$ cat config.mk
export PLATFORM = sky130hd
export DESIGN_NAME = ems_exception_mode_stack
export DESIGN_NICKNAME = d
export VERILOG_FILES = /design/src/rtl/ems_pkg.sv /design/src/rtl/ems_stack3.sv /design/src/rtl/ems_exception_mode_stack.sv
export SDC_FILE = /design/constraint.sdc
export NUM_CORES = 1
export LEC_CHECK = 0
export BUFFER_PORTS_ARGS = -buffer_cell sky130_fd_sc_hd__buf_2
export CAP_MARGIN = 15
export CORE_MARGIN = 2
export CORE_UTILIZATION = 52
export CTS_BUF_LIST = sky130_fd_sc_hd__clkbuf_8
export DETAILED_ROUTE_END_ITERATION = 6
export GPL_ROUTABILITY_DRIVEN = 0
export HOLD_SLACK_MARGIN = 0.02
export PLACE_DENSITY = 0.83
export SLEW_MARGIN = 20
export SYNTH_ARGS = -nofsm -noshare
export SYNTH_HDL_FRONTEND = slang
export SYNTH_SLANG_ARGS = --single-unit
$ cat constraint.sdc
create_clock -name ref_clk -period 1.95 [get_ports ref_clk]
set_input_delay 0.2925 -clock ref_clk [delete_from_list [all_inputs] [get_ports ref_clk]]
set_output_delay 0.2925 -clock ref_clk [all_outputs]
set_load 0.02 [all_outputs]
$ cat src/rtl/ems_pkg.sv
package ems_pkg;

    // Register offsets are coprocessor register numbers; byte address is four times the index.
    localparam logic [7:0]  CACHE_LOCK_STACK_IDX      = 8'h07;
    localparam logic [7:0]  FAULT_VIRTUAL_ADDRESS_IDX = 8'h08;
    localparam logic [7:0]  MODE_STACK_IDX            = 8'h0C;
    localparam logic [11:0] CACHE_LOCK_STACK_ADDR     = {2'h0, CACHE_LOCK_STACK_IDX, 2'h0};
    localparam logic [11:0] FAULT_VIRTUAL_ADDRESS_ADDR = {2'h0, FAULT_VIRTUAL_ADDRESS_IDX, 2'h0};
    localparam logic [11:0] MODE_STACK_ADDR           = {2'h0, MODE_STACK_IDX, 2'h0};

    localparam int LOCK_LSB = 8;
    localparam int LOCK_MSB = 13;
    localparam int MODE_LSB = 0;
    localparam int MODE_MSB = 5;

    localparam logic [5:0]  LOCK_RESET  = 6'h00;
    localparam logic [5:0]  MODE_RESET  = 6'h00;
    localparam logic [31:0] FVA_RESET   = 32'h00000000;
    localparam logic        KERNEL_MODE = 1'b0;
    localparam logic        IRQ_MASKED  = 1'b0;

    typedef enum logic [2:0] {
        EMS_EXC_OTHER,
        EMS_EXC_LOAD_ADDR_ERR,
        EMS_EXC_STORE_ADDR_ERR,
        EMS_EXC_TLB_REFILL,
        EMS_EXC_TLB_MODIFIED,
        EMS_EXC_UTLB_REFILL,
        EMS_EXC_BUS_ERROR
    } ems_exc_e;

    // Exception entry from the pipeline.
    typedef struct packed {
        logic        take;
        ems_exc_e    kind;
        logic [31:0] vaddr;
    } ems_exc_s;

    // Three-level stack, one slot each: old, previous, current.
    typedef struct packed {
        logic old_bit;
        logic prev_bit;
        logic cur_bit;
    } ems_stack_s;

endpackage : ems_pkg

$ cat src/rtl/ems_stack3.sv
`timescale 1ns/1ps
`default_nettype none
module ems_stack3 (
    input  wire logic              ref_clk,
    input  wire logic              reset,
    input  wire logic              clk_en,
    input  wire logic              push,
    input  wire logic              pop,
    input  wire logic              sw_write,
    input  var  ems_pkg::ems_stack_s sw_value,
    output var  ems_pkg::ems_stack_s stack
);

    typedef struct packed {
        ems_pkg::ems_stack_s stk;
    } ems_st3_state_s;

    ems_st3_state_s state;
    ems_st3_state_s next_state;

    // Push wins over pop and over a software write in the same cycle, since the exception
    // must never be lost.
    always_comb begin
        next_state = state;
        if (push) begin
            next_state.stk.old_bit  = state.stk.prev_bit;
            next_state.stk.prev_bit = state.stk.cur_bit;
            next_state.stk.cur_bit  = 1'b0;
        end else if (pop) begin
            next_state.stk.cur_bit  = state.stk.prev_bit;
            next_state.stk.prev_bit = state.stk.old_bit;
        end else if (sw_write) begin
            next_state.stk = sw_value;
        end
    end

    always_ff @(posedge ref_clk) begin
        if (reset) begin
            state <= '0;
        end else if (clk_en) begin
            state <= next_state;
        end
    end

    assign stack = state.stk;

endmodule : ems_stack3
`default_nettype wire

$ cat src/rtl/ems_exception_mode_stack.sv
// Operation
// - Lock register bits 13..8, read/write
// - Other lock register bits read zero
// - Reset clears all six lock bits
// - Exception pushes data lock stack, clears current
// - Exception pushes instruction lock stack, clears current
// - Exception pushes mode stacks: kernel, masked
// - Restore pops mode and interrupt stacks
// - Restore pops both lock stacks
// - Lock outputs gated by lock cache presence
// - Address errors capture faulting virtual address
// - Translation failures capture failing virtual address
// - Fault address register is read-only
// - Bus error leaves fault address alone
// - Mode 0 kernel, enable 1 enabled
`timescale 1ns/1ps
`default_nettype none
module ems_exception_mode_stack #(
    parameter bit HAS_LOCK_CACHE = 1'b1
) (
    input  wire logic             ref_clk,
    input  wire logic             reset,
    input  wire logic             clk_en,
    input  var  ems_pkg::ems_exc_s exc_in,
    input  wire logic             restore_from_exception_op,
    input  wire logic             psel,
    input  wire logic             penable,
    input  wire logic             pwrite,
    input  wire logic [11:0]      paddr,
    input  wire logic [31:0]      pwdata,
    input  wire logic [3:0]       pstrb,
    output logic [31:0]           prdata,
    output logic                  pready,
    output logic                  pslverr,
    output logic                  priv_mode_cur,
    output logic                  irq_enable_cur,
    output logic                  data_lock_active,
    output logic                  instr_lock_active
);

    ////////////////////////////////////////////////////////////////////////////////

    typedef struct packed {
        logic [31:0] fault_virtual_address;
        logic [31:0] rdata;
        logic        ready;
        logic        slverr;
        logic        mode_out;
        logic        irq_out;
        logic        dlock_out;
        logic        ilock_out;
    } ems_top_state_s;

    ems_top_state_s state;
    ems_top_state_s next_state;

    ems_pkg::ems_stack_s priv_stack;
    ems_pkg::ems_stack_s irq_stack;
    ems_pkg::ems_stack_s ilock_stack;
    ems_pkg::ems_stack_s dlock_stack;

    logic push;
    logic pop;
    logic access;
    logic wr_lock;
    logic wr_mode;
    logic [31:0] lock_word;
    logic [31:0] mode_word;
    logic [31:0] next_mode_view;
    logic [31:0] next_lock_view;

    // A restore in the same cycle as an exception entry is dropped: the exception
    // squashes the instruction that would have issued it.
    assign push   = exc_in.take;
    assign pop    = restore_from_exception_op & ~exc_in.take;
    assign access = psel & penable & ~state.ready;

    // Software writes land only when the byte lane holding the stack bits is enabled: pstrb[1] for the lock register, pstrb[0] for the mode stack.
    assign wr_lock = access & pwrite & pstrb[1] & (paddr == ems_pkg::CACHE_LOCK_STACK_ADDR);
    assign wr_mode = access & pwrite & pstrb[0] & (paddr == ems_pkg::MODE_STACK_ADDR);

    ////////////////////////////////////////////////////////////////////////////////

    ems_stack3 u_priv (
        .ref_clk  (ref_clk),
        .reset    (reset),
        .clk_en   (clk_en),
        .push     (push),
        .pop      (pop),
        .sw_write (wr_mode),
        .sw_value ({pwdata[5], pwdata[3], pwdata[1]}),
        .stack    (priv_stack)
    );

    ems_stack3 u_irq (
        .ref_clk  (ref_clk),
        .reset    (reset),
        .clk_en   (clk_en),
        .push     (push),
        .pop      (pop),
        .sw_write (wr_mode),
        .sw_value ({pwdata[4], pwdata[2], pwdata[0]}),
        .stack    (irq_stack)
    );

    ems_stack3 u_ilock (
        .ref_clk  (ref_clk),
        .reset    (reset),
        .clk_en   (clk_en),
        .push     (push),
        .pop      (pop),
        .sw_write (wr_lock),
        .sw_value ({pwdata[13], pwdata[11], pwdata[9]}),
        .stack    (ilock_stack)
    );

    ems_stack3 u_dlock (
        .ref_clk  (ref_clk),
        .reset    (reset),
        .clk_en   (clk_en),
        .push     (push),
        .pop      (pop),
        .sw_write (wr_lock),
        .sw_value ({pwdata[12], pwdata[10], pwdata[8]}),
        .stack    (dlock_stack)
    );

    ////////////////////////////////////////////////////////////////////////////////

    always_comb begin
        lock_word = 32'h00000000;
        lock_word[ems_pkg::LOCK_MSB:ems_pkg::LOCK_LSB] = {ilock_stack.old_bit, dlock_stack.old_bit,
                                                        ilock_stack.prev_bit, dlock_stack.prev_bit,
                                                        ilock_stack.cur_bit, dlock_stack.cur_bit};
        mode_word = 32'h00000000;
        mode_word[ems_pkg::MODE_MSB:ems_pkg::MODE_LSB] = {priv_stack.old_bit, irq_stack.old_bit,
                                                        priv_stack.prev_bit, irq_stack.prev_bit,
                                                        priv_stack.cur_bit, irq_stack.cur_bit};
    end

    // Outputs look ahead to the stacks' next value so they stay in step with the stack flops.
    always_comb begin
        next_lock_view = lock_word;
        next_mode_view = mode_word;
        if (push) begin
            next_lock_view[13:8] = {lock_word[11:8], 2'h0};
            next_mode_view[5:0]  = {mode_word[3:0], 2'h0};
        end else if (pop) begin
            next_lock_view[11:8] = lock_word[13:10];
            next_mode_view[3:0]  = mode_word[5:2];
        end else begin
            if (wr_lock) begin
                next_lock_view[13:8] = pwdata[13:8];
            end
            if (wr_mode) begin
                next_mode_view[5:0] = pwdata[5:0];
            end
        end
    end

    always_comb begin
        next_state = state;
        next_state.ready  = access;
        next_state.slverr = 1'b0;
        next_state.rdata  = 32'h00000000;
        if (access && !pwrite) begin
            case (paddr)
                ems_pkg::CACHE_LOCK_STACK_ADDR:      next_state.rdata = lock_word;
                ems_pkg::FAULT_VIRTUAL_ADDRESS_ADDR: next_state.rdata = state.fault_virtual_address;
                ems_pkg::MODE_STACK_ADDR:            next_state.rdata = mode_word;
                default:                             next_state.slverr = 1'b1;
            endcase
        end else if (access) begin
            // The fault address accepts the write cycle but keeps its contents.
            case (paddr)
                ems_pkg::CACHE_LOCK_STACK_ADDR,
                ems_pkg::FAULT_VIRTUAL_ADDRESS_ADDR,
                ems_pkg::MODE_STACK_ADDR:            next_state.slverr = 1'b0;
                default:                             next_state.slverr = 1'b1;
            endcase
        end
        if (exc_in.take) begin
            case (exc_in.kind)
                ems_pkg::EMS_EXC_LOAD_ADDR_ERR,
                ems_pkg::EMS_EXC_STORE_ADDR_ERR: next_state.fault_virtual_address = exc_in.vaddr;
                ems_pkg::EMS_EXC_TLB_REFILL,
                ems_pkg::EMS_EXC_TLB_MODIFIED,
                ems_pkg::EMS_EXC_UTLB_REFILL:    next_state.fault_virtual_address = exc_in.vaddr;
                default: next_state.fault_virtual_address = state.fault_virtual_address;
            endcase
        end
        next_state.mode_out  = next_mode_view[1];
        next_state.irq_out   = next_mode_view[0];
        next_state.ilock_out = HAS_LOCK_CACHE & next_lock_view[9];
        next_state.dlock_out = HAS_LOCK_CACHE & next_lock_view[8];
    end

    always_ff @(posedge ref_clk) begin
        if (reset) begin
            state <= '0;
            state.fault_virtual_address <= ems_pkg::FVA_RESET;
        end else if (clk_en) begin
            state <= next_state;
        end
    end

    assign prdata            = state.rdata;
    assign pready            = state.ready;
    assign pslverr           = state.slverr;
    assign priv_mode_cur     = state.mode_out;
    assign irq_enable_cur    = state.irq_out;
    assign data_lock_active  = state.dlock_out;
    assign instr_lock_active = state.ilock_out;

    ////////////////////////////////////////////////////////////////////////////////

    // The checks look at the stack flops themselves, so a fault in the look-ahead output
    // path and a fault in the stacks are reported apart.

    chk_push_kernel_mode: assert property (@(posedge ref_clk) disable iff (reset)
        clk_en && exc_in.take
        |=> priv_stack.cur_bit == ems_pkg::KERNEL_MODE
            && irq_stack.cur_bit == ems_pkg::IRQ_MASKED)
        else $error("exception entry did not enter kernel mode masked");

    chk_push_mode_shift: assert property (@(posedge ref_clk) disable iff (reset)
        clk_en && exc_in.take
        |=> priv_stack.prev_bit == $past(priv_stack.cur_bit)
            && irq_stack.old_bit == $past(irq_stack.prev_bit))
        else $error("mode stack shift wrong on exception");

    chk_push_mode_rest: assert property (@(posedge ref_clk) disable iff (reset)
        clk_en && exc_in.take
        |=> priv_stack.old_bit == $past(priv_stack.prev_bit)
            && irq_stack.prev_bit == $past(irq_stack.cur_bit))
        else $error("mode stack shift incomplete on exception");

    chk_push_dlock: assert property (@(posedge ref_clk) disable iff (reset)
        clk_en && exc_in.take
        |=> !dlock_stack.cur_bit
            && dlock_stack.prev_bit == $past(dlock_stack.cur_bit)
            && dlock_stack.old_bit == $past(dlock_stack.prev_bit))
        else $error("data lock stack push wrong");

    chk_push_ilock: assert property (@(posedge ref_clk) disable iff (reset)
        clk_en && exc_in.take
        |=> !ilock_stack.cur_bit
            && ilock_stack.prev_bit == $past(ilock_stack.cur_bit)
            && ilock_stack.old_bit == $past(ilock_stack.prev_bit))
        else $error("instruction lock stack push wrong");

    chk_restore_squashed: assert property (@(posedge ref_clk) disable iff (reset)
        clk_en && exc_in.take && restore_from_exception_op
        |=> priv_stack.prev_bit == $past(priv_stack.cur_bit)
            && !priv_stack.cur_bit)
        else $error("restore not dropped under exception entry");

    chk_pop_mode: assert property (@(posedge ref_clk) disable iff (reset)
        clk_en && pop
        |=> priv_stack.cur_bit == $past(priv_stack.prev_bit)
            && irq_stack.prev_bit == $past(irq_stack.old_bit)
            && $stable(irq_stack.old_bit))
        else $error("mode stack restore wrong");

    chk_pop_mode_rest: assert property (@(posedge ref_clk) disable iff (reset)
        clk_en && pop
        |=> irq_stack.cur_bit == $past(irq_stack.prev_bit)
            && priv_stack.prev_bit == $past(priv_stack.old_bit)
            && $stable(priv_stack.old_bit))
        else $error("mode stack restore incomplete");

    chk_pop_lock: assert property (@(posedge ref_clk) disable iff (reset)
        clk_en && pop
        |=> dlock_stack.cur_bit == $past(dlock_stack.prev_bit)
            && ilock_stack.prev_bit == $past(ilock_stack.old_bit)
            && $stable(ilock_stack.old_bit))
        else $error("lock stack restore wrong");

    chk_pop_lock_rest: assert property (@(posedge ref_clk) disable iff (reset)
        clk_en && pop
        |=> ilock_stack.cur_bit == $past(ilock_stack.prev_bit)
            && dlock_stack.prev_bit == $past(dlock_stack.old_bit)
            && $stable(dlock_stack.old_bit))
        else $error("lock stack restore incomplete");

    chk_reset_lock_clear: assert property (@(posedge ref_clk)
        reset
        |=> lock_word == 32'h00000000
            && mode_word == 32'h00000000
            && state.fault_virtual_address == ems_pkg::FVA_RESET)
        else $error("stacks not cleared by reset");

    chk_fva_capture: assert property (@(posedge ref_clk) disable iff (reset)
        clk_en && exc_in.take && exc_in.kind inside {ems_pkg::EMS_EXC_LOAD_ADDR_ERR, ems_pkg::EMS_EXC_STORE_ADDR_ERR}
        |=> state.fault_virtual_address == $past(exc_in.vaddr))
        else $error("address error did not capture fault address");

    chk_fva_tlb: assert property (@(posedge ref_clk) disable iff (reset)
        clk_en && exc_in.take && exc_in.kind inside {ems_pkg::EMS_EXC_TLB_REFILL, ems_pkg::EMS_EXC_TLB_MODIFIED,
                                                     ems_pkg::EMS_EXC_UTLB_REFILL}
        |=> state.fault_virtual_address == $past(exc_in.vaddr))
        else $error("translation fault did not capture fault address");

    chk_fva_hold: assert property (@(posedge ref_clk) disable iff (reset)
        !(exc_in.take && exc_in.kind inside {ems_pkg::EMS_EXC_LOAD_ADDR_ERR, ems_pkg::EMS_EXC_STORE_ADDR_ERR,
          ems_pkg::EMS_EXC_TLB_REFILL, ems_pkg::EMS_EXC_TLB_MODIFIED, ems_pkg::EMS_EXC_UTLB_REFILL})
        |=> $stable(state.fault_virtual_address))
        else $error("fault address changed without a capturing exception");

    chk_fva_sw_write: assert property (@(posedge ref_clk) disable iff (reset)
        access && pwrite && paddr == ems_pkg::FAULT_VIRTUAL_ADDRESS_ADDR
        && !exc_in.take
        |=> $stable(state.fault_virtual_address))
        else $error("software write changed the fault address");

    chk_lock_reserved: assert property (@(posedge ref_clk) disable iff (reset)
        state.ready && !pwrite && paddr == ems_pkg::CACHE_LOCK_STACK_ADDR
        |-> prdata[31:14] == 18'h00000
            && prdata[7:0] == 8'h00)
        else $error("reserved lock bits read nonzero");

    chk_lock_write: assert property (@(posedge ref_clk) disable iff (reset)
        clk_en && wr_lock && !push && !pop
        |=> lock_word[13:8] == $past(pwdata[13:8]))
        else $error("lock register write not stored");

    chk_mode_write: assert property (@(posedge ref_clk) disable iff (reset)
        clk_en && wr_mode && !push && !pop
        |=> mode_word[5:0] == $past(pwdata[5:0]))
        else $error("mode stack write not stored");

    chk_lock_gate: assert property (@(posedge ref_clk) disable iff (reset)
        data_lock_active == (HAS_LOCK_CACHE && dlock_stack.cur_bit)
        && instr_lock_active == (HAS_LOCK_CACHE && ilock_stack.cur_bit))
        else $error("lock output does not follow current lock bit");

    chk_mode_track: assert property (@(posedge ref_clk) disable iff (reset)
        priv_mode_cur == priv_stack.cur_bit
        && irq_enable_cur == irq_stack.cur_bit)
        else $error("mode outputs out of step with mode stack");

    chk_enable_freeze: assert property (@(posedge ref_clk) disable iff (reset)
        !clk_en
        |=> $stable(lock_word)
            && $stable(mode_word)
            && $stable(state.fault_virtual_address))
        else $error("state moved while clock enable was low");

endmodule : ems_exception_mode_stack
`default_nettype wire

* Word-level counts from Yosys, hierarchy flattened
Cells that the tools add are included.
** Storage, ports and cells
- Register bits after elaboration :: 82
- Latch bits :: 0
- Bits in writable memories :: 0
- Memory bits (read-only) :: 0
- Bits of input ports :: 91
- Memories :: 0
** Cells by class
- Add/sub/neg operators :: 0
- Multiply operators :: 0
- Divide/modulo/power cells :: 0
- Order comparisons :: 0
- Equality and inequality tests :: 9
- Shift-type cells :: 0
- Multiplexer cells :: 27
- Bitwise operators :: 10
- Reductions and logical operators :: 13
** Operators by type and width (count)
- 32-bit one-hot mux with 3 select lines :: 1
- 32-bit 2-to-1 mux :: 1
- 12-bit by 6-bit equality test with 1-bit output, second input constant :: 2
- 3-bit 2-to-1 mux :: 8
- 2-bit 2-to-1 mux :: 10
- 12-bit by 5-bit equality test with 1-bit output, second input constant :: 1
- 3-bit AND reduction :: 3
- 1-bit AND :: 8
- 1-bit 2-to-1 mux :: 7
- 3-bit by 2-bit equality test with 1-bit output, second input constant :: 2
- 3-bit equality test, second input constant :: 2
- 3-bit nonzero test :: 2
- 5-bit OR reduction :: 1
- 2-bit AND reduction :: 2
- 2-bit nonzero test :: 2
- 3-bit by 1-bit equality test with 1-bit output, second input constant :: 1
- 3-bit OR reduction :: 1
- 2-bit != test, second input constant :: 1
- 1-bit NOT :: 2
- 1-bit logical AND :: 1
- 1-bit logical NOT :: 1

* Longest topological paths before layout
Gate-level depths: netlist of run 1.
- Word-level depth :: 8
- Gate-level depth with buffers :: 7
- Depth with buffers taken out :: 5

* Cells and area by module
Synthesis of run 1 repeated with hierarchy kept, for this count alone.
** Second synthesis, totals
- Cells, all modules :: 416
- Area total of the unflattened synthesis :: 3773.6 um^2
** By module, submodules not included
- ems_exception_mode_stack :: times used 1, cells each 344, area each 3067.9 um^2, seq. area each 1401.3 um^2
- ems_stack3 :: times used 4, cells each 18, area each 176.4 um^2, seq. area each 60.1 um^2

* Worst setup path after synthesis of run 1
No wires, ideal clock.
- Kind :: register to register
- From :: register state (netlist bit pready)
- To :: register u_irq.state (netlist bit u_irq.stack[0])
- Library setup time :: 122 ps
- Arrival :: 1693 ps
- Required time :: 1828 ps
- Setup slack :: 135 ps
- Cell stages (with the launch flop) :: 7
- Buffers on the path :: 1
- Period minus slack after synthesis :: 1815 ps
- Cells stage by stage :: dfxtp_1 > and3b_1 > clkbuf_1 > nand4_2 > o31ai_4 > nor2_1 > a221o_1
** Between the ends
- Longest elaborated chain between the ends :: 7
** Ends and longest elaborated chain
- start: declaration :: RTL line ems_exception_mode_stack.sv:54 : ems_top_state_s state;
- start signal: assignment :: RTL line ems_exception_mode_stack.sv:203 : state <= next_state;
- 1-bit NOT :: RTL line ems_exception_mode_stack.sv:76 : assign access = psel & penable & ~state.ready;
- 1-bit AND :: RTL line ems_exception_mode_stack.sv:76
- 1-bit AND (3 in series) :: RTL line ems_exception_mode_stack.sv:80 : assign wr_mode = access & pwrite & pstrb[0] & (paddr == ems_pkg::MODE_STACK_ADDR);
- 3-bit nonzero test (no line)
- 2-bit AND reduction (no line)
- end signal: assignment :: RTL line ems_stack3.sv:41 : state <= next_state;
- end: declaration :: RTL line ems_stack3.sv:18 : ems_st3_state_s state;
Every way passes these cells.
A chain may end at the register's enable or synchronous reset.

* Worst setup path after layout of run 1
- From :: register state (netlist bit pready)
- To :: register u_priv.state (netlist bit u_priv.stack[2])
** Between the ends
- Longest elaborated chain between the ends :: 7
** Ends and longest elaborated chain (RTL line)
- 1-bit NOT :: ems_exception_mode_stack.sv:76
- 1-bit AND :: ems_exception_mode_stack.sv:76
- 1-bit AND (3 in series) :: ems_exception_mode_stack.sv:80
- 2-bit nonzero test (no line)
- 3-bit AND reduction (no line)
- end signal: assignment :: ems_stack3.sv:41
- end: declaration :: ems_stack3.sv:18
Every way passes these cells.

==> metrics.md, run 1 <==
| Metric | Value |
|---|---|
| WP data arrival | 2.10 ns |
| Top cells by area, synth | dfxtp_1, nand2_1, buf_4 |
| CP Class | register to register |
| Clk slew on worst S/H paths | 0.09 ns |
| Initial DRC count | 184 |
| FILL cells | 605 |
| R2R setup slack | 0.11 ns |
| RSZ-0062 raised after global routing | no |
| Leakage power | 1.783 nW |
| CTS H-tree lvls | 3 |
| FF-to-FF path depth | 5 |
| Mapped Cells | 438 |
| # clock sinks | 82 |
| Syn nets | 529 |
| Synth async-reset ratio | 0% |
| CP startpoint kind | register |
| Num CTS Buffers | 9 |
| Die area | 7803 sq um |
| Number of synthesized flops with an enable pin | 0 |
| Die Ht | 88.34 um |
| CTS tree | built |
| CP endpoint | u_priv.stack[2] |
| Vias | 3273 |
| Setup TNS | 0 ns |
| Pwr Total | 3.322 mW |
| Total core area | 6832 sq um |
| Antenna violations before repair | 0 |
| HP Class | input pin to register |
| Sequential area share after synthesis | 44.38% |
| Finish-stage setup viols | 0 |
| Final setup margin | 0.1126 ns |
| Initial Utilization | 54.14% |
| Hold Buf Count CTS | 0 |
| DPL Wire Length | 6166 um |
| Antenna fix cells | 0 |
| CP required | 2.22 ns |
| Final setup skew | 0.01258 ns |
| Share of layout cells above drive strength 1 | 29.94% |
| Via/cell ratio | 5.392 |
| Post-CTS setup buffers | 0 |
| Antenna Nets Post-Route | 0 |
| Mapped cell area | 3699 sq um |
| Area of the multi-input gates | 1693 sq um |
| Worst-margin pin slew | 0.6067 ns |
| IR drop worst, VDD | 454.5 uV |
| R2R Path End | u_priv.stack[2] |
| Max Cap Viol | 0 |
| Post-synthesis cell type count | 36 |
| Post-Syn Area per Cell | 8.444 sq um |
| Final Cell Area | 4312 sq um |
| Worst setup path start | pready |
| Drt wl/cell | 14.37 um |
| GRT Total Usage | 23.15% |
| Number of synthesized register bits | 82 |
| Pre-Repair DR Iteration Count | 5 |
| R2r startpoint | pready |
| Pre-CTS setup slack | 0.03794 ns |
| Layout Nets | 597 |
| Final worst-path cycle share | 94.23% |
| Clk Tree Root Cell | clkbuf_8 |
| Pin count of the biggest net entering global routing | 46 |
| Final Hold Violating Endpoints | 0 |
| Most common cell in the netlist | nand2_1 |
| Maximum operating frequency | 0.5442 GHz |
| Area leader, netlist | dfxtp_1 |
| Top Ports | 129 |
| FF/Latch Area | 1642 sq um |
| Max_slew headroom | 59.13% |
| Later-pin clock latency in the skew report | 0.35 ns |
| Synth top area share | 44.38% |
| PortBufs | 106 |
| Critical path endpoint category | register |
| Crit path max fanout | 6 |
| Die Span X | 88.34 um |
| Vias in the first global route | 3084 |
| First-pass GRT wire length | 14020 um |
| Drc violations | 0 |
| Area post-placement | 4101 sq um |
| Row count | 30 |
| Total grt overflow | 0 |
| Synth warn | 0 |
| Most common flop cell mapped by yosys | dfxtp_1 |
| PD cells | 770.4 nW/um^2 |
| Final WL | 8724 um |
| Status | finished clean |
| Post_cts resized | 0 |
| Top cells by count, synth | nand2_1, dfxtp_1, nor2_1 |
| CTS Buffer Depth | 2 |
| Layout area overhead | 16.58% |
| Crit path time final | 1.837 ns |
| Max Slew Vio Count | 0 |
## worst min path at each step
| stage | slack [ns] | depth (start not counted) | endpoint | from |
|---|---|---|---|---|
| after floorplan | 0.43 | 2 | state[38] | exc_in[0] |
| after global routing | 0.16 | 3 | state[64] | exc_in[26] |
| after CTS | 0.16 | 3 | state[62] | exc_in[24] |
| final | 0.17 | 3 | state[62] | exc_in[24] |
| after global placement | 0.44 | 2 | state[41] | state[41] |
| after detailed placement | 0.45 | 2 | state[62] | state[62] |
## cell families (layout without fill, tap and decap cells)
group | Yosys count | after routing | share of synthesized area [%]
simple gates | 162 | 162 | 19.62
compound gates | 101 | 101 | 18.40
mux | 27 | 27 | 7.578
buf+inv | 66 | 139 | 10.01
flops | 82 | 82 | 44.38
## metal layers
| metal | up-vias | track usage, % | routed length [um] |
|---|---|---|---|
| li1 | 1630 | - | - |
| met1 | 1535 | 28.55 | 3735 |
| met2 | 95 | 40.33 | 4463 |
| met3 | 13 | 3.078 | 367 |
| met4 | 0 | 10.33 | 158 |
| met5 | - | 0 | 0 |
## through the flow
step                instances  hold WS [ns]  utilization, %
detailed placement        591        0.4472           60.04
global placement          591        0.4392           60.04
floorplan                 438        0.4285               -
finish                    607        0.1724           63.11
global route              607        0.1603           63.11
CTS                       607        0.1577           63.11
## where the power goes
part | internal, mW | switching [mW] | leakage (nW)
logic | 0.126 | 0.179 | 1.02
clock network | 0.641 | 0.637 | 0.103
registers | 1.71 | 0.0266 | 0.664
total | 2.48 | 0.843 | 1.78
## cell usage in the layout, fill, tap and decap left out, types with 6 or more instances in the layout
cell type and count:
a22oi_1 26, clkbuf_8 10, buf_2 106, mux2i_1 19, nand2_1 83, a211oi_1 8
dfxtp_1 82, o21ai_0 14, nor2_1 46, buf_4 14, a21oi_1 38, mux2_2 8
a222oi_1 6
## state kept, by name (all words and copies together) (netlist names)
signal	count
pready	1
pslverr	1
u_irq.stack	3
priv_mode_cur	1
u_priv.stack	3
data_lock_active	1
u_ilock.stack	3
instr_lock_active	1
prdata	32
u_dlock.stack	3
state	32
irq_enable_cur	1
## cell type report
cell class,instances,share of cell area (%)
inverters,3,0.2612
clock inverters,6,1.683
flip-flops and latches,82,38.07
repair buffers,120,14.74
clock buffers,10,3.192
multi-input cells,290,39.26
well taps,96,2.786
## worst max-delay path, cell delays in order, from the launching register on
cell     delay (ns)
dfxtp_1        0.33
and3b_1        0.35
nand4_2        0.22
nor3_1         0.36
mux2_2         0.38
nor3_1         0.13
Note: power is estimated with default switching activity, not from simulation.
==> inputs of run 2 (changes only) <==
GPL_TIMING_DRIVEN = 0   (was default)
==> run 2 against run 1 <==
Net effect: cell count up 7.7%; non-clock buffer count up 47; critical endpoint is now u_priv.stack[0]; via count up 8.0%; die area unchanged; sequential power about the same.
==> metrics.md, run 2 (same netlist as run 1, synthesis figures left out) <==
| Metric | Value |
|---|---|
| CTS Buffer Depth | 2 |
| Initial DRC count | 258 |
| First-pass GRT wire length | 14880 um |
| Slowest stage delay, CP | 0.37 ns |
| PD cells | 729.1 nW/um^2 |
| HP Class | input pin to register |
| Layout Nets | 644 |
| Die Ht | 88.34 um |
| Total core area | 6832 sq um |
| Later-pin clock latency in the skew report | 0.35 ns |
| Area of the multi-input gates | 1703 sq um |
| Initial Utilization | 54.14% |
| Slowest cell on crit path | o31ai_4 |
| Final setup margin | 0.07545 ns |
| Final worst-path cycle share | 96.13% |
| Max Slew Vio Count | 0 |
| Int Pwr | 2.503 mW |
| Drt wl/cell | 14.53 um |
| Top Ports | 129 |
| Pre-CTS setup slack | -0.04453 ns |
| Setup TNS | 0 ns |
| Num CTS Buffers | 9 |
| Antenna fix cells | 0 |
| Crit path time final | 1.875 ns |
| Leakage power | 1.934 nW |
| PortBufs | 105 |
| Max_slew headroom | 58.98% |
| CP required | 2.18 ns |
| # clock sinks | 82 |
| Critical path endpoint category | register |
| CP Class | register to register |
| Status | finished clean |
| CP startpoint kind | register |
| Die Span X | 88.34 um |
| Drc violations | 0 |
| RSZ-0062 raised after global routing | no |
| FILL cells | 590 |
| Net Sw Frac | 24.88% |
| Clock power frac | 38.4% |
| Clk Tree Root Cell | clkbuf_8 |
| Vias | 3535 |
| CP bufs+invs | 0 |
| Worst path cell trace | and3b_1, nand4_2, o31ai_4, nor2_1, a221o_1 |
| Antenna Nets Post-Route | 0 |
| Clk slew on worst S/H paths | 0.09 ns |
| Psw | 0.8293 mW |
| Vias in the first global route | 3225 |
| Max Cap Viol | 0 |
| CTS H-tree lvls | 3 |
| Crit path max fanout | 6 |
| Most frequent cells in the layout | buf_2, nand2_1, dfxtp_1 |
| WP data arrival | 2.11 ns |
| Die area | 7803 sq um |
| Total grt overflow | 0 |
| Final WL | 9501 um |
| Row count | 30 |
| Pwr Total | 3.333 mW |
| Register share of total power | 52.2% |
| Gate power share | 9.5% |
| CTS tree | built |
| Antenna violations before repair | 0 |
| FF/Latch Area | 1642 sq um |
| Pin count of the biggest net entering global routing | 15 |
| IR drop worst, VDD | 477.9 uV |
| GRT Total Usage | 24.54% |
| Layout area overhead | 23.58% |
| Pre-Repair DR Iteration Count | 7 |
| Worst-margin pin slew | 0.6088 ns |
| Final Hold Violating Endpoints | 0 |
| Most common cell after layout, fill and taps aside | buf_2 |
| Final setup skew | 0.009767 ns |
| DPL Wire Length | 7059 um |
| Maximum operating frequency | 0.5335 GHz |
| Share of layout cells above drive strength 1 | 31.18% |
| CP delay by family, top | compound AO/OA/AOI/OAI gates |
| Finish-stage setup viols | 0 |
| Final hold slack | 0.1831 ns |
| Via/cell ratio | 5.405 |
run 2: metal layers:
layer  track usage [%]  vias up  wire length, um
li1                  -     1737                -
met1             32.59     1633             4091
met2             40.33      140             4618
met3             2.985       25              527
met4             10.74        0              263
met5                 0        -                0
run 2: area by class of cell:
class / count / share of cell area, %
buffer: 62 / 7.829
clock buffer: 11 / 3.312
clock inverter: 5 / 1.314
inverter: 3 / 0.2464
multi-input combinational: 290 / 37.26
sequential: 82 / 35.92
tap: 96 / 2.628
timing repair buffer: 105 / 11.50
run 2: timing repair:
item / in CTS / in global routing
buffers inserted: 0 / 0
hold buffers: 0 / 0
pin swaps: 0 / 0
resized for setup: 1 / 3
setup endpoints to repair: 1 / 29
cloned: 0 / 0
run 2: worst register-to-register path, delay by kind of cell, from the launching register on:
family          cells  cell delay (ns)
compound gates      2             0.73
simple gates        3             0.70
flops               1             0.33
run 2: metrics by stage:
step           instance area, sq um  utilization [%]  std cells
4_1_cts                        4561            66.76        655
3_5_place_dp                   4344            63.59        639
5_1_grt                        4571            66.90        654
2_1_floorplan                  3699                -        438
6_report                       4571            66.90        654
3_3_place_gp                   4344            63.59        639
run 2: power by group through the flow:
stage,Combinational [mW],Sequential [mW],Clock (mW)
2_1_floorplan,0.176,1.77,0
3_3_place_gp,0.302,1.78,0
3_5_place_dp,0.311,1.78,0
4_1_cts,0.313,1.74,1.29
5_1_grt,0.347,1.74,1.36
6_report,0.316,1.74,1.28
run 2: worst paths after layout:
kind | from | to | slack [ns] | cells after the start
setup reg to reg | pready | u_priv.stack[0] | 0.08 | 5
setup / recovery | pready | u_priv.stack[0] | 0.08 | 5
hold / removal | exc_in[23] | state[61] | 0.18 | 3
hold reg to reg | state[55] | state[55] | 0.46 | 2
==> inputs of run 3 (changes only) <==
PLACE_DENSITY = 0.94   (was 0.83)
==> run 3 against run 2 <==
Net effect: largest power group unchanged; sequential share of layout area about the same; routed wire length increased by 8.7%; core utilization is essentially flat; worst hold slack worse by 0.020 ns; register-to-register slack improved by 0.11 ns; largest cell class unchanged; combinational power rose by 3%; total power decreased by 0.17%; clock-buffer cell count fell by 1; critical path type unchanged.
==> metrics.md, run 3 (same netlist as run 1, synthesis figures left out) <==
| Metric | Value |
|---|---|
| Post-CTS setup buffers | 0 |
| Layout area overhead | 23.61% |
| Critical path endpoint category | register |
| CP required | 2.20 ns |
| Crit path max fanout | 6 |
| Final hold slack | 0.1632 ns |
| Pre-Repair DR Iteration Count | 6 |
| Max Cap Viol | 0 |
| Final worst-path cycle share | 90.39% |
| Slowest stage delay, CP | 0.36 ns |
| Layout Nets | 644 |
| Initial DRC count | 373 |
| Antenna violations before repair | 0 |
| Worst path cell trace | and3b_2, nand4_2, o31ai_4, nor2_1, a221o_1 |
| Via/cell ratio | 5.635 |
| Final Hold Violating Endpoints | 0 |
| RSZ-0062 raised after global routing | no |
| Pin count of the biggest net entering global routing | 15 |
| Final WL | 10330 um |
| FILL cells | 545 |
| Num CTS Buffers | 9 |
| Status | finished clean |
| DPL Wire Length | 7525 um |
| Post-route insts no fill | 654 |
| Share of layout cells above drive strength 1 | 31.18% |
| FF/Latch Area | 1642 sq um |
| CP startpoint kind | register |
| Final core occ | 66.92% |
| CTS tree | built |
| First-pass GRT wire length | 15990 um |
| Drc violations | 0 |
| Worst-margin pin slew | 0.6441 ns |
| Total core area | 6832 sq um |
| CTS H-tree lvls | 3 |
| Final setup skew | 0.008288 ns |
| PD cells | 727.7 nW/um^2 |
| Most common cell after layout, fill and taps aside | buf_2 |
| CTS Buffer Depth | 2 |
| Die area | 7803 sq um |
| Dpl cells | 639 |
| IR drop worst, VDD | 383.7 uV |
| Later-pin clock latency in the skew report | 0.36 ns |
| CP Class | register to register |
| Top Ports | 129 |
| Row count | 30 |
| Maximum operating frequency | 0.5673 GHz |
| Die Ht | 88.34 um |
| GRT Total Usage | 26.68% |
| Slowest cell on crit path | o31ai_4 |
| Vias in the first global route | 3494 |
| Vias | 3685 |
| Most frequent cells in the layout | buf_2, nand2_1, dfxtp_1 |
| Max Slew Vio Count | 0 |
| Clk slew on worst S/H paths | 0.09 ns |
| Antenna Nets Post-Route | 0 |
| Crit path time final | 1.763 ns |
| Area of the multi-input gates | 1713 sq um |
| Die Span X | 88.34 um |
| PortBufs | 105 |
| # clock sinks | 82 |
| Clk Tree Root Cell | clkbuf_8 |
| Leakage power | 1.943 nW |
| Total grt overflow | 0 |
| Antenna fix cells | 0 |
| HP Class | input pin to register |
| WP data arrival | 2.01 ns |
| Initial Utilization | 54.14% |
| Max_slew headroom | 56.61% |
| Finish-stage setup viols | 0 |
| Drt wl/cell | 15.80 um |
-- run 3: cell count changes in the layout (fill, tap and decap cells not counted), sizes merged --
cell | before | now
clkbuf | 37 | 36
clkinv | 2 | 3
clkinvlp | 1 | 0
inv | 4 | 5
-- run 3: layout make-up --
cell class	count	area share, %
Clock inverter	6	1.423
Sequential cell	82	35.91
Buffer	62	7.827
Timing Repair Buffer	105	11.49
Tap cell	96	2.627
Inverter	3	0.2463
Clock buffer	10	3.010
Multi-Input combinational cell	290	37.47
-- run 3: repair_timing --
item	CTS	global route
hold buffers	0	0
resized for setup	0	6
setup endpoints to repair	0	35
-- run 3: per-layer routing --
layer  vias up  global-route usage, %  share of wire (%)
met5         -                      0                  0
met4         0                  12.81                3.4
met3        37                  4.571                7.4
li1       1733                      -                  -
met1      1704                  32.30                 40
met2       211                  46.00                 50
-- run 3: worst paths after layout --
| path | start | end | slack [ns] | cells after the start |
|---|---|---|---|---|
| max | pready | u_priv.stack[0] | 0.19 | 5 |
| max reg2reg | pready | u_priv.stack[0] | 0.19 | 5 |
| min reg2reg | state[61] | state[61] | 0.47 | 2 |
| min | exc_in[21] | state[59] | 0.16 | 3 |
-- run 3: critical path, delay by kind of cell, from the launching register on --
kind	cells	cell delay [ns]
AO/OA/AOI/OAI	2	0.71
AND/OR/NAND/NOR	3	0.62
flip-flops	1	0.32
-- run 3: metrics by stage --
step / total power, mW / cell area (sq um) / setup TNS (ns) / setup slack (ns)
final: 3.327 / 4572 / 0 / 0.1874
after floorplan: 1.949 / 3699 / 0 / 0.1353
after detailed placement: 2.089 / 4344 / -0.2170 / -0.03650
after CTS: 3.308 / 4547 / 0 / 0.01368
after global placement: 2.074 / 4344 / 0 / 0.002932
after global routing: 3.416 / 4572 / 0 / 0.05945
-- run 3: where the power goes --
part	internal, mW	switching [mW]	total [mW]
Sequential	1.71	0.0283	1.74
Clock	0.629	0.634	1.26
Combinational	0.125	0.199	0.324
Total	2.47	0.861	3.33
